**src/dct_map.vh**
```
`ifndef DCT_MAP_VH
`define DCT_MAP_VH
// byte addresses of the registers
`define DCT_ADDR_NCOND 8'h9c
`define DCT_ADDR_PCW 8'ha0
`define DCT_ADDR_PMOD 8'ha4
`define DCT_ADDR_TMODE 8'ha8
`define DCT_ADDR_CTRL 8'hb0
`define DCT_ADDR_IRQSTAT 8'hb4
`define DCT_ADDR_IRQMASK 8'hb8
`define DCT_ADDR_STAT 8'hbc
// register indexes as printed
`define DCT_IDX_NCOND 8'h27
`define DCT_IDX_PCW 8'h28
`define DCT_IDX_PMOD 8'h29
`define DCT_IDX_TMODE 8'h2a
// reset values
`define DCT_RST_NCOND 8'h88
`define DCT_RST_PCW 6'h20
`define DCT_RST_PMOD 6'h20
`define DCT_RST_TMODE 8'h00
// timer mode fields
`define DCT_TM_AUTO 7
`define DCT_TM_GATE_HI 6
`define DCT_TM_GATE_LO 5
`define DCT_TM_RELOAD 4
`define DCT_TM_PRE_HI 3
// gate select codes
`define DCT_GATE_NONE 2'h0
`define DCT_GATE_FIRST 2'h1
`define DCT_GATE_AUX 2'h2
// control register bits
`define DCT_CTRL_PDOWN 0
`define DCT_CTRL_FULLASK 1
`define DCT_CTRL_DRV1 2
`define DCT_CTRL_DRV2 3
`define DCT_CTRL_PRELO 15
`define DCT_CTRL_PRELO_LO 8
`define DCT_CTRL_MASK 32'h0000ff0f
// interrupt bits
`define DCT_IRQ_START 0
`define DCT_IRQ_EXPIRE 1
`define DCT_IRQ_RELOAD 2
`define DCT_IRQ_W 3
// axi responses
`define DCT_RESP_OKAY 2'h0
`define DCT_RESP_SLVERR 2'h2
`endif

```
**src/dct_regs.v**
```verilog
// The AXI4-Lite slave port is this design's own decision.
`timescale 1ns/1ns
`default_nettype none
`include "dct_map.vh"

module dct_regs (
    // clock and reset
    input wire ref_clk,
    input wire reset_n,
    // axi4-lite write
    input wire [7:0] s_axi_awaddr,
    input wire s_axi_awvalid,
    output reg s_axi_awready,
    input wire [31:0] s_axi_wdata,
    input wire [3:0] s_axi_wstrb,
    input wire s_axi_wvalid,
    output reg s_axi_wready,
    output reg [1:0] s_axi_bresp,
    output reg s_axi_bvalid,
    input wire s_axi_bready,
    // axi4-lite read
    input wire [7:0] s_axi_araddr,
    input wire s_axi_arvalid,
    output reg s_axi_arready,
    output reg [31:0] s_axi_rdata,
    output reg [1:0] s_axi_rresp,
    output reg s_axi_rvalid,
    input wire s_axi_rready,
    // timer events and gate pins
    input wire txDone,
    input wire timerAtEnd,
    input wire firstGateInput,
    input wire auxiliaryGateInput,
    // driver settings
    output reg [3:0] carrierNConductance,
    output reg [3:0] modulationNConductance,
    output reg [5:0] carrierPConductance,
    output reg [5:0] modulationPConductance,
    output reg modulationPEnable,
    output reg antennaDriveOne,
    output reg antennaDriveTwo,
    // timer control
    output reg [11:0] prescaleValue,
    output reg timerStart,
    output reg timerReload,
    output reg timerStop,
    output reg timerGateOpen,
    output reg irq
);

    reg [7:0] nCond_r;
    reg [5:0] pCw_r;
    reg [5:0] pMod_r;
    reg [7:0] tMode_r;
    reg [15:0] ctrl_r;
    reg [2:0] irqStat_r;
    reg [2:0] irqMask_r;
    reg [7:0] awAddr_r;
    reg [31:0] wData_r;
    reg [3:0] wStrb_r;
    reg awHave_r;
    reg wHave_r;
    reg timerRunning_r;

    wire pdown = ctrl_r[`DCT_CTRL_PDOWN];
    wire driveOn = ctrl_r[`DCT_CTRL_DRV1] | ctrl_r[`DCT_CTRL_DRV2];
    wire doWrite = awHave_r & wHave_r & ~s_axi_bvalid;
    wire [1:0] gateSel = tMode_r[`DCT_TM_GATE_HI:`DCT_TM_GATE_LO];
    wire startEv = tMode_r[`DCT_TM_AUTO] & txDone;
    wire endEv = timerAtEnd & timerRunning_r;
    wire reloadEv = endEv & tMode_r[`DCT_TM_RELOAD];
    wire expireEv = endEv & ~tMode_r[`DCT_TM_RELOAD];
    wire [2:0] irqEv = {reloadEv, expireEv, startEv};

    // forces the top bit of a field in power-down
    function [5:0] forceTop;
        input [5:0] val;
        input integer w;
        input f;
        begin
            forceTop = val;
            if (f) begin
                forceTop[w-1] = 1'b1;
            end
        end
    endfunction

    // merges byte lanes of a write into the old word
    function [31:0] laneMerge;
        input [31:0] old;
        input [31:0] nw;
        input [3:0] strb;
        integer i;
        begin
            laneMerge = old;
            for (i = 0; i < 4; i = i + 1) begin
                if (strb[i]) begin
                    laneMerge[i*8 +: 8] = nw[i*8 +: 8];
                end
            end
        end
    endfunction

    wire [31:0] wM = laneMerge(32'h0, wData_r, wStrb_r);
    // control word, reserved bits cleared
    wire [31:0] ctrlMerged = laneMerge({16'h0, ctrl_r}, wData_r,
        wStrb_r) & `DCT_CTRL_MASK;
    // n-driver fields with power-down forcing
    wire [5:0] nCarForced = forceTop({2'b00, nCond_r[7:4]}, 4, pdown);
    wire [5:0] nModForced = forceTop({2'b00, nCond_r[3:0]}, 4, pdown);

    // write channel
    always @(posedge ref_clk) begin
        if (!reset_n) begin
            s_axi_awready <= 1'b1;
            s_axi_wready <= 1'b1;
            s_axi_bvalid <= 1'b0;
            s_axi_bresp <= `DCT_RESP_OKAY;
            awHave_r <= 1'b0;
            wHave_r <= 1'b0;
            awAddr_r <= 8'h00;
            wData_r <= 32'h0;
            wStrb_r <= 4'h0;
            nCond_r <= `DCT_RST_NCOND;
            pCw_r <= `DCT_RST_PCW;
            pMod_r <= `DCT_RST_PMOD;
            tMode_r <= `DCT_RST_TMODE;
            ctrl_r <= 16'h0;
            irqMask_r <= 3'h0;
            irqStat_r <= 3'h0;
        end else begin
            if (s_axi_awvalid && s_axi_awready) begin
                awAddr_r <= s_axi_awaddr;
                awHave_r <= 1'b1;
                s_axi_awready <= 1'b0;
            end
            if (s_axi_wvalid && s_axi_wready) begin
                wData_r <= s_axi_wdata;
                wStrb_r <= s_axi_wstrb;
                wHave_r <= 1'b1;
                s_axi_wready <= 1'b0;
            end
            irqStat_r <= irqStat_r | irqEv;
            if (doWrite) begin
                awHave_r <= 1'b0;
                wHave_r <= 1'b0;
                s_axi_bvalid <= 1'b1;
                s_axi_bresp <= `DCT_RESP_OKAY;
                case ({awAddr_r[7:2], 2'b00})
                    `DCT_ADDR_NCOND: begin
                        if (wStrb_r[0]) nCond_r <= wData_r[7:0];
                    end
                    `DCT_ADDR_PCW: begin
                        if (wStrb_r[0]) pCw_r <= wData_r[5:0];
                    end
                    `DCT_ADDR_PMOD: begin
                        if (wStrb_r[0]) pMod_r <= wData_r[5:0];
                    end
                    `DCT_ADDR_TMODE: begin
                        if (wStrb_r[0]) tMode_r <= wData_r[7:0];
                    end
                    `DCT_ADDR_CTRL: begin
                        ctrl_r <= ctrlMerged[15:0];
                    end
                    `DCT_ADDR_IRQSTAT: begin
                        // set wins over write-one-to-clear
                        irqStat_r <= (irqStat_r & ~wM[2:0]) | irqEv;
                    end
                    `DCT_ADDR_IRQMASK: begin
                        if (wStrb_r[0]) irqMask_r <= wData_r[2:0];
                    end
                    `DCT_ADDR_STAT: begin
                        s_axi_bresp <= `DCT_RESP_OKAY;
                    end
                    default: begin
                        s_axi_bresp <= `DCT_RESP_SLVERR;
                    end
                endcase
            end
            if (s_axi_bvalid && s_axi_bready) begin
                s_axi_bvalid <= 1'b0;
                s_axi_awready <= 1'b1;
                s_axi_wready <= 1'b1;
            end
        end
    end

    // read channel
    always @(posedge ref_clk) begin
        if (!reset_n) begin
            s_axi_arready <= 1'b1;
            s_axi_rvalid <= 1'b0;
            s_axi_rdata <= 32'h0;
            s_axi_rresp <= `DCT_RESP_OKAY;
        end else if (s_axi_arvalid && s_axi_arready) begin
            s_axi_arready <= 1'b0;
            s_axi_rvalid <= 1'b1;
            s_axi_rresp <= `DCT_RESP_OKAY;
            case ({s_axi_araddr[7:2], 2'b00})
                `DCT_ADDR_NCOND: s_axi_rdata <= {24'h0, nCond_r};
                `DCT_ADDR_PCW: s_axi_rdata <= {26'h0, pCw_r};
                `DCT_ADDR_PMOD: s_axi_rdata <= {26'h0, pMod_r};
                `DCT_ADDR_TMODE: s_axi_rdata <= {24'h0, tMode_r};
                `DCT_ADDR_CTRL: s_axi_rdata <= {16'h0, ctrl_r};
                `DCT_ADDR_IRQSTAT: s_axi_rdata <= {29'h0, irqStat_r};
                `DCT_ADDR_IRQMASK: s_axi_rdata <= {29'h0, irqMask_r};
                `DCT_ADDR_STAT: s_axi_rdata <= {30'h0, timerGateOpen,
                    timerRunning_r};
                default: begin
                    s_axi_rdata <= 32'h0;
                    s_axi_rresp <= `DCT_RESP_SLVERR;
                end
            endcase
        end else if (s_axi_rvalid && s_axi_rready) begin
            s_axi_rvalid <= 1'b0;
            s_axi_arready <= 1'b1;
        end
    end

    // driver and timer outputs
    always @(posedge ref_clk) begin
        if (!reset_n) begin
            carrierNConductance <= 4'h0;
            modulationNConductance <= 4'h0;
            carrierPConductance <= 6'h0;
            modulationPConductance <= 6'h0;
            modulationPEnable <= 1'b0;
            antennaDriveOne <= 1'b0;
            antennaDriveTwo <= 1'b0;
            prescaleValue <= 12'h000;
            timerStart <= 1'b0;
            timerReload <= 1'b0;
            timerStop <= 1'b0;
            timerGateOpen <= 1'b0;
            timerRunning_r <= 1'b0;
            irq <= 1'b0;
        end else begin
            antennaDriveOne <= ctrl_r[`DCT_CTRL_DRV1];
            antennaDriveTwo <= ctrl_r[`DCT_CTRL_DRV2];
            // binary-weighted fields pass unscaled
            if (driveOn) begin
                carrierNConductance <= nCarForced[3:0];
                modulationNConductance <= nModForced[3:0];
            end else begin
                carrierNConductance <= 4'h0;
                modulationNConductance <= 4'h0;
            end
            carrierPConductance <= forceTop(pCw_r, 6, pdown);
            modulationPConductance <= forceTop(pMod_r, 6, pdown);
            modulationPEnable <= ~ctrl_r[`DCT_CTRL_FULLASK];
            prescaleValue <= {tMode_r[`DCT_TM_PRE_HI:0],
                ctrl_r[`DCT_CTRL_PRELO:`DCT_CTRL_PRELO_LO]};
            case (gateSel)
                `DCT_GATE_NONE: timerGateOpen <= 1'b1;
                `DCT_GATE_FIRST: timerGateOpen <= firstGateInput;
                `DCT_GATE_AUX: timerGateOpen <= auxiliaryGateInput;
                default: timerGateOpen <= 1'b0;
            endcase
            timerStart <= startEv;
            timerReload <= reloadEv;
            timerStop <= expireEv;
            if (startEv) begin
                timerRunning_r <= 1'b1;
            end else if (expireEv) begin
                timerRunning_r <= 1'b0;
            end
            irq <= |(irqStat_r & irqMask_r);
        end
    end

endmodule // dct_regs
`default_nettype wire

```
**config.mk**
```make
export PLATFORM = sky130hd
export DESIGN_NAME = dct_regs
export DESIGN_NICKNAME = d
export VERILOG_FILES = /design/src/dct_regs.v
export VERILOG_INCLUDE_DIRS = /design/src
export SDC_FILE = /design/constraint.sdc
export NUM_CORES = 1
export LEC_CHECK = 0
export BUFFER_PORTS_ARGS = -buffer_cell sky130_fd_sc_hd__buf_4
export CAP_MARGIN = 25
export CELL_PAD_IN_SITES_DETAIL_PLACEMENT = 0
export CELL_PAD_IN_SITES_GLOBAL_PLACEMENT = 2
export CORE_ASPECT_RATIO = 0.9
export CORE_UTILIZATION = 34
export DETAILED_ROUTE_END_ITERATION = 12
export GPL_TIMING_DRIVEN = 0
export PLACE_DENSITY_LB_ADDON = 0.15
export SETUP_SLACK_MARGIN = 0.5
export SYNTH_ARGS = -nofsm -noshare
export SYNTH_HDL_FRONTEND = slang
export SYNTH_SLANG_ARGS = --single-unit
```
**constraint.sdc**
```tcl
create_clock -name ref_clk -period 4.7 [get_ports ref_clk]
set_input_delay 0.94 -clock ref_clk [delete_from_list [all_inputs] [get_ports ref_clk]]
set_output_delay 0.94 -clock ref_clk [all_outputs]
set_load 0.02 [all_outputs]
```
* Word level (Yosys, flattened, before mapping)
Cells that the tools add are included.
** Storage, ports and cells
- Word-level logic and storage cells :: 107
- Output and inout port bits :: 81
- Flip-flop bits (word level) :: 156
** Operators by class
- Bitwise logic cells :: 16
- Reduce and logical (&&, ||, !) cells :: 21
- Mux-type cells :: 17
- Equality and inequality tests :: 18
** Operators by type and width (number)
- $pmux 16 s8 :: 1
- $eq 6x6->1 const B :: 16
- $reduce_and 3->1 :: 7
- $reduce_or 8->1 :: 2
- $mux 1 :: 10
- $mux 3 :: 3
- $and 1x1->1 :: 6
- $and 3x3->3 :: 2
- $or 3x3->3 :: 2
- $logic_and 1x1->1 :: 5
- $mux 2 :: 2
- $not 1->1 :: 4
- $reduce_bool 2->1 :: 2
- $reduce_or 2->1 :: 2
- $not 3->3 :: 1
- $pmux 1 s3 :: 1
- $reduce_or 3->1 :: 1
- $eq 2x1->1 const B :: 1
- $eq 2x2->1 const B :: 1
- $logic_not 2->1 :: 1
- $reduce_and 2->1 :: 1
- $or 1x1->1 :: 1

* Logic depth before layout (Yosys ltp)
Gate-level depths: netlist of the first run.
- Word-level depth :: 6
- Gate-level depth with buffers :: 5
- Mapped depth without buffers :: 4

* Least setup slack after synthesis of the first run
Ideal clock, no wire load.
- Path type :: input-to-reg
- From :: in s_axi_araddr[2]
- To :: reg s_axi_rdata[1]
- Path buffers :: 1
- Arrival time :: 1.893 ns
- Path slack :: 2.682 ns
- Cell stages on the path :: 4
- Cells stage by stage :: buf_2 > mux4_2 > a22oi_1 > a21oi_1
** On the way
- Cells in the longest elaborated chain, start to end :: 2
- Elaborated cells between the ends (all ways) :: 9
- Classes of those cells :: eq/ne (8); mux (1)
** RTL lines
- start: declaration :: RTL line dct_regs.v:22 : input wire [7:0] s_axi_araddr,
- $eq 6x6->1 :: RTL line dct_regs.v:199 : case ({s_axi_araddr[7:2], 2'b00})
- $pmux 16 s8 (*) :: RTL line dct_regs.v:199
- end signal: assignment :: RTL line dct_regs.v:200 : `DCT_ADDR_NCOND: s_axi_rdata <= {24'h0, nCond_r};
- end signal: assignment :: RTL line dct_regs.v:201 : `DCT_ADDR_PCW: s_axi_rdata <= {26'h0, pCw_r};
- end signal: assignment :: RTL line dct_regs.v:202 : `DCT_ADDR_PMOD: s_axi_rdata <= {26'h0, pMod_r};
- end: declaration :: RTL line dct_regs.v:25 : output reg [31:0] s_axi_rdata,
Every way passes the cells marked *; elsewhere a longest branch is shown, timed or not.
A chain may end at the register's enable or synchronous reset.

==> flow_metrics.py, run 1 <==
metrics = {
    "status": {
        "outcome": "finished, final reports clean",
    },
    "timing": {
        "rsz0062_at_grt": "no",
        "worst_slew_pin_slew_ns": 0.997,
        "tns_ns": 0,
        "fin_crit_sh": 0.486,
        "finalCriticalPeriod_ns": 2.28,
        "skew_ns": 0.0101,
        "slew_headroom": 0.334,
        "whs_ns": 0.463,
        "hold_viol_final": 0,
        "setup_viol_count_final": 0,
        "max_freq_mhz": 438,
        "finalMaxSlewViolations": 0,
    },
    "logic_synthesis": {
        "synthCells": 522,
        "synth_top_area_frac": 0.508,
        "ys_ff_latch": 136,
        "ys_top_cells_by_area": "dfxtp_1 51%, mux2i_1 8.2%, nor2b_1 6.7%",
        "ys.flop_type": "dfxtp_1",
        "yosysSeqAreaShare": 0.508,
        "yosys_warnings": 0,
        "syn_area_mm2": 0.00536,
        "synth_area_leader_cell": "dfxtp_1",
        "syn_area_per_cell_um2": 10.3,
        "synth-edff-count": 0,
        "async_flop_share": 0,
        "synth.distinct_cells": 46,
    },
    "cells_and_area": {
        "fin_nets": 722,
        "fill_cells": 1500,
        "areaGrowthSynthToFinish_pct": 31.4,
        "drive_gt1_frac": 0.262,
        "n_antenna_cell": 0,
    },
    "clocking": {
        "cts_tree": "done",
        "hold_buffers": 0,
        "clk_latency_ns": 0.42,
        "cts_root_buf": "clkbuf_16",
        "clock-sinks": 136,
        "post-cts-setup-buffers": 0,
        "clockBufferDepth": 2,
        "post_cts_resized": 0,
        "cts_inserted_buffers": 17,
        "htree_levels": 4,
        "clk_pin_slew_ns": 0.06,
    },
    "min_path": {
        "hold_class": "flip-flop to flip-flop",
    },
    "worst_setup_path": {
        "start_kind": "primary input",
        "critPathBufInv": 3,
        "cp_common_cell": "clkbuf_1",
        "crit_chain": "clkbuf_1 > clkbuf_1 > clkbuf_1 > o21ai_0 > a21oi_1",
        "crit_path_top_delay_cell": "clkbuf_1",
        "crit_path_end_kind": "flip-flop",
        "cp_slowest_stage_delay_ns": 0.51,
        "crit_family": "buffers and inverters",
        "crit_type": "primary input to flip-flop",
        "cp_data_arrival_time_ns": 2.63,
        "worstPathRequired_ns": 5.05,
        "critical_path_peak_fanout": 10,
        "ff2ff_setup_slack_ns": 2.67,
    },
    "global_route": {
        "globalRouteOverflowTotal": 0,
        "antenna_found_initial": 0,
        "grt_max_degree": 17,
        "grt_use_total": 0.188,
        "grt_pass1_vias": 3949,
        "grt_pass1_wl_mm": 22.1,
    },
    "die": {
        "ioPinCount": 144,
        "die_w_um": 134,
        "start_util": 0.348,
        "die_area_mm2": 0.0163,
        "core_mm2": 0.0154,
        "die_y_um": 121,
        "fp-row-count": 43,
    },
    "power": {
        "ir_worst_vdd_mv": 0.238,
        "power_mw": 2.71,
        "p_leak_nw": 2.94,
        "p_per_area_mw_per_mm2": 385,
    },
    "placed_design": {
        "numPortBuffers": 101,
        "gp_congestion": 0.805,
        "hpwlAfterDp_mm": 10.4,
    },
    "route": {
        "vias_per_cell": 4.63,
        "drt-initial-drc-count": 191,
        "via_count": 4047,
        "routed_wl_mm": 14.4,
        "drtPass1Iterations": 4,
        "drtAntennaViolNets": 0,
        "avgRoutedWirePerCell_um": 16.4,
        "drcViolationCount": 0,
    },
    "job": {
        "cap_violations": 0,
    },
}
==> cell families (layout without fill, tap and decap cells) <==
kind of cell           Yosys count  in the layout  synth area share
buffers and inverters           52            185            0.0516
other                            1             18          0.000700
DFF                            136            136             0.508
AOI/OAI and AO/OA               79             79             0.109
muxes                           52             52             0.105
and+or+nand+nor                202            202             0.226
==> report_power, final <==
part / leakage (nW) / switching, mW / internal, mW
registers: 1.10 / 0.0159 / 1.17
logic: 1.55 / 0.0995 / 0.0730
clock network: 0.290 / 0.520 / 0.830
==> path summary, 6_finish.rpt <==
check	startpoint	to	cells past startpoint
max	reset_n	s_axi_rdata[3]	5
min reg2reg	wData_r[13]	wData_r[13]	2
min	wData_r[13]	wData_r[13]	2
max reg2reg	s_axi_bvalid	nCond_r[3]	5
==> layer usage <==
metal  wire length, um  global-route usage  vias to the layer above
li1                  -                   -                     2021
met2              6990               0.307                       98
met3               748              0.0505                        9
met1              6500               0.242                     1919
met4               130              0.0590                        0
met5                 0                   0                        -
==> flip-flops by register name (all words and copies together) (netlist names), 6 cells and up <==
name,flops
s_axi_rdata,16
wData_r,16
ctrl_r,12
prescaleValue,12
nCond_r,8
tMode_r,8
awAddr_r,6
carrierPConductance,6
modulationPConductance,6
pCw_r,6
pMod_r,6
==> worst min-delay path, delay by kind of cell, from the launching register on <==
kind	cells	cell delay, ns
flip-flops	1	0.31
AO/OA/AOI/OAI	1	0.06
AND/OR/NAND/NOR	1	0.05
==> through the flow <==
stage	setup WS [ns]	std cells	area, um2	utilization
final	2.42	874	7040	0.458
after CTS	2.38	874	7040	0.458
after floorplan	2.68	539	5420	-
after detailed placement	1.94	842	6430	0.418
after global placement	1.97	842	6430	0.418
after global routing	2.24	874	7040	0.458
==> placed cells by master (no fill, tap or decap), types with 17 or more instances in the layout <==
cell type	netlist	routed
a21boi_0	30	30
and2_1	35	35
buf_4	19	120
clkbuf_1	23	23
clkbuf_16	0	17
conb_1	1	18
dfxtp_1	136	136
mux2i_1	44	44
nand2_1	60	60
nor2b_1	57	57
==> final cells by class <==
class / count / area (um2) / area share
Buffer: 47 / 258 / 0.0366
Multi-Input combinational cell: 351 / 2420 / 0.344
Tap cell: 202 / 253 / 0.0359
Inverter: 5 / 18.8 / 0.00267
Timing Repair Buffer: 101 / 758 / 0.108
Sequential cell: 136 / 2720 / 0.387
Clock buffer: 20 / 467 / 0.0663
Clock inverter: 12 / 140 / 0.0199
==> synth_stat cells, types with 2 or more instances <==
library cell	count
a21boi_0	30
a21oi_1	7
a221oi_1	3
a222oi_1	3
a22oi_1	10
a31o_2	2
and2_1	35
and3_1	5
and3b_1	2
buf_1	2
buf_2	2
buf_4	19
clkbuf_1	23
dfxtp_1	136
inv_1	5
mux2_2	5
mux2i_1	44
mux4_2	3
nand2_1	60
nand2b_1	8
nand3_1	9
nand3b_4	2
nor2_1	8
nor2b_1	57
nor4_4	4
o21a_1	4
o21ai_0	14
or4_1	2
Note: power is estimated with default switching activity, not from simulation.
==> inputs of run 2 (changes only) <==
CORE_UTILIZATION = 29   (was 34)
clock period = 1.8 ns   (was 4.7 ns; I/O delays follow)
==> flow_metrics.py, run 2 (synthesis results as in run 1) <==
metrics = {
    "global_route": {
        "grt_pass1_vias": 4228,
        "grt_pass1_wl_mm": 24.1,
        "grt_use_total": 0.171,
        "antenna_found_initial": 0,
        "globalRouteOverflowTotal": 0,
        "grt_max_degree": 17,
    },
    "timing": {
        "finalCriticalPeriod_ns": 1.57,
        "skew_ns": 0.0117,
        "rsz0062_at_grt": "yes",
        "fin_crit_sh": 0.874,
        "slew_headroom": 0.572,
        "worst_slew_pin_slew_ns": 0.642,
        "tns_ns": 0,
        "max_freq_mhz": 636,
        "finalMaxSlewViolations": 0,
        "setup_viol_count_final": 0,
        "hold_viol_final": 0,
    },
    "route": {
        "vias_per_cell": 4.43,
        "drtPass1Iterations": 4,
        "via_count": 4158,
        "drtAntennaViolNets": 0,
        "avgRoutedWirePerCell_um": 16.5,
        "drcViolationCount": 0,
        "drt-initial-drc-count": 179,
        "routed_wl_mm": 15.5,
    },
    "power": {
        "clock_power_share": 0.474,
        "ir_worst_vdd_mv": 0.639,
        "sw_frac_of_total": 0.247,
        "seq_power_share": 0.449,
        "power.internal_mw": 5.21,
        "p_leak_nw": 3.19,
        "p_per_area_mw_per_mm2": 910,
        "p_comb_frac": 0.076,
        "switching_power_mw": 1.70,
    },
    "worst_setup_path": {
        "cp_common_cell": "buf_12",
        "ff2ff_setup_slack_ns": 0.23,
        "crit_end": "tMode_r[7]",
        "crit_path_end_kind": "flip-flop",
        "startpoint": "s_axi_bvalid",
        "cp_slowest_stage_delay_ns": 0.35,
        "rr_startpoint": "s_axi_bvalid",
        "r2r_cells": 6,
        "crit_chain": "nand3b_4 > buf_12 > nor4_4 > buf_12 > mux2i_2 > nor2b_1",
        "rr_endpoint": "tMode_r[7]",
        "crit_type": "flip-flop to flip-flop",
        "cp_data_arrival_time_ns": 1.88,
        "worstPathRequired_ns": 2.10,
        "crit_path_top_delay_cell": "dfxtp_4",
        "start_kind": "flip-flop",
        "critical_path_peak_fanout": 8,
    },
    "cells_and_area": {
        "final_area_mm2": 0.00760,
        "drive_gt1_frac": 0.369,
        "final_cell_mix": "133 x buf_4, 112 x dfxtp_1, 58 x nand2_1, 57 x nor2b_1, 40 x mux2i_1",
        "areaGrowthSynthToFinish_pct": 41.8,
        "n_antenna_cell": 0,
        "final_common_cell": "buf_4",
        "fin_nets": 749,
        "final_util": 0.426,
        "reg_top3": "s_axi_rdata x16, wData_r x16",
        "fill_cells": 1740,
    },
    "die": {
        "core_mm2": 0.0178,
        "ioPinCount": 144,
        "die_area_mm2": 0.0190,
        "start_util": 0.300,
        "die_w_um": 145,
        "fp-row-count": 46,
        "die_y_um": 131,
    },
    "clocking": {
        "clock-sinks": 136,
        "cts_root_buf": "clkbuf_16",
        "htree_levels": 4,
        "clk_latency_ns": 0.42,
        "hold_buffers": 0,
        "cts_tree": "done",
        "clk_pin_slew_ns": 0.06,
        "clockBufferDepth": 2,
        "cts_inserted_buffers": 17,
    },
    "status": {
        "outcome": "finished, final reports clean",
    },
    "min_path": {
        "hold_class": "primary input to flip-flop",
        "hold_start": "s_axi_wvalid",
        "hold_depth": 2,
    },
    "placed_design": {
        "placed_area_mm2": 0.00657,
        "hpwlAfterDp_mm": 11.1,
        "numPortBuffers": 101,
        "gp_congestion": 0.897,
    },
    "job": {
        "cap_violations": 0,
    },
}
[run 2: power by group through the flow]
stage	clock network, mW	registers, mW	logic [mW]
2_1_floorplan	0	3.18	0.265
3_3_place_gp	0	3.17	0.475
4_1_cts	3.37	3.11	0.515
6_report	3.28	3.10	0.528
3_5_place_dp	0	3.17	0.476
5_1_grt	3.50	3.11	0.574
[run 2: worst min path at each step]
stage,end,slack (ns)
floorplan,modulationPEnable,0.41
global placement,wData_r[8],0.45
detailed placement,wData_r[8],0.46
CTS,s_axi_wready,0.11
global route,s_axi_wready,0.14
finish,s_axi_wready,0.14
[run 2: per-stage QoR]
step | cells | setup WS (ns) | total power [mW] | hold WS [ns]
floorplan | 539 | 0.285 | 3.44 | 0.409
global route | 939 | 0.161 | 7.19 | 0.135
finish | 939 | 0.227 | 6.91 | 0.141
detailed placement | 880 | -0.301 | 3.65 | 0.459
CTS | 930 | 0.209 | 6.99 | 0.111
global placement | 880 | -0.307 | 3.65 | 0.453
[run 2: routing by layer]
| metal | global-route usage | wire length [um] |
|---|---|---|
| met5 | 0 | 0 |
| met4 | 0.0663 | 250 |
| met3 | 0.0385 | 617 |
| met2 | 0.282 | 7320 |
| met1 | 0.221 | 7340 |
[run 2: what timing repair did]
| action | in CTS | in global routing |
|---|---|---|
| buffers inserted | 18 | 9 |
| pin swaps | 12 | 14 |
| setup endpoints to repair | 112 | 81 |
| endpoints found under the hold margin | 0 | 0 |
| gates resized for setup | 44 | 35 |
[run 2: worst max-delay path, delay by kind of cell (launching register included)]
| family | cells | cell delay (ns) |
|---|---|---|
| multiplexers | 1 | 0.21 |
| buffers and inverters | 2 | 0.35 |
| AND/OR/NAND/NOR | 3 | 0.55 |
| flip-flops | 1 | 0.35 |
[run 2: area by class of cell]
class	instances	area (um2)	area share
inverter	5	18.8	0.00247
clock inverter	14	125	0.0165
clock buffer	18	429	0.0565
timing repair buffer	128	1050	0.138
multi-input combinational	351	2570	0.338
tap	240	300	0.0395
buffer	47	345	0.0454
sequential	136	2770	0.364
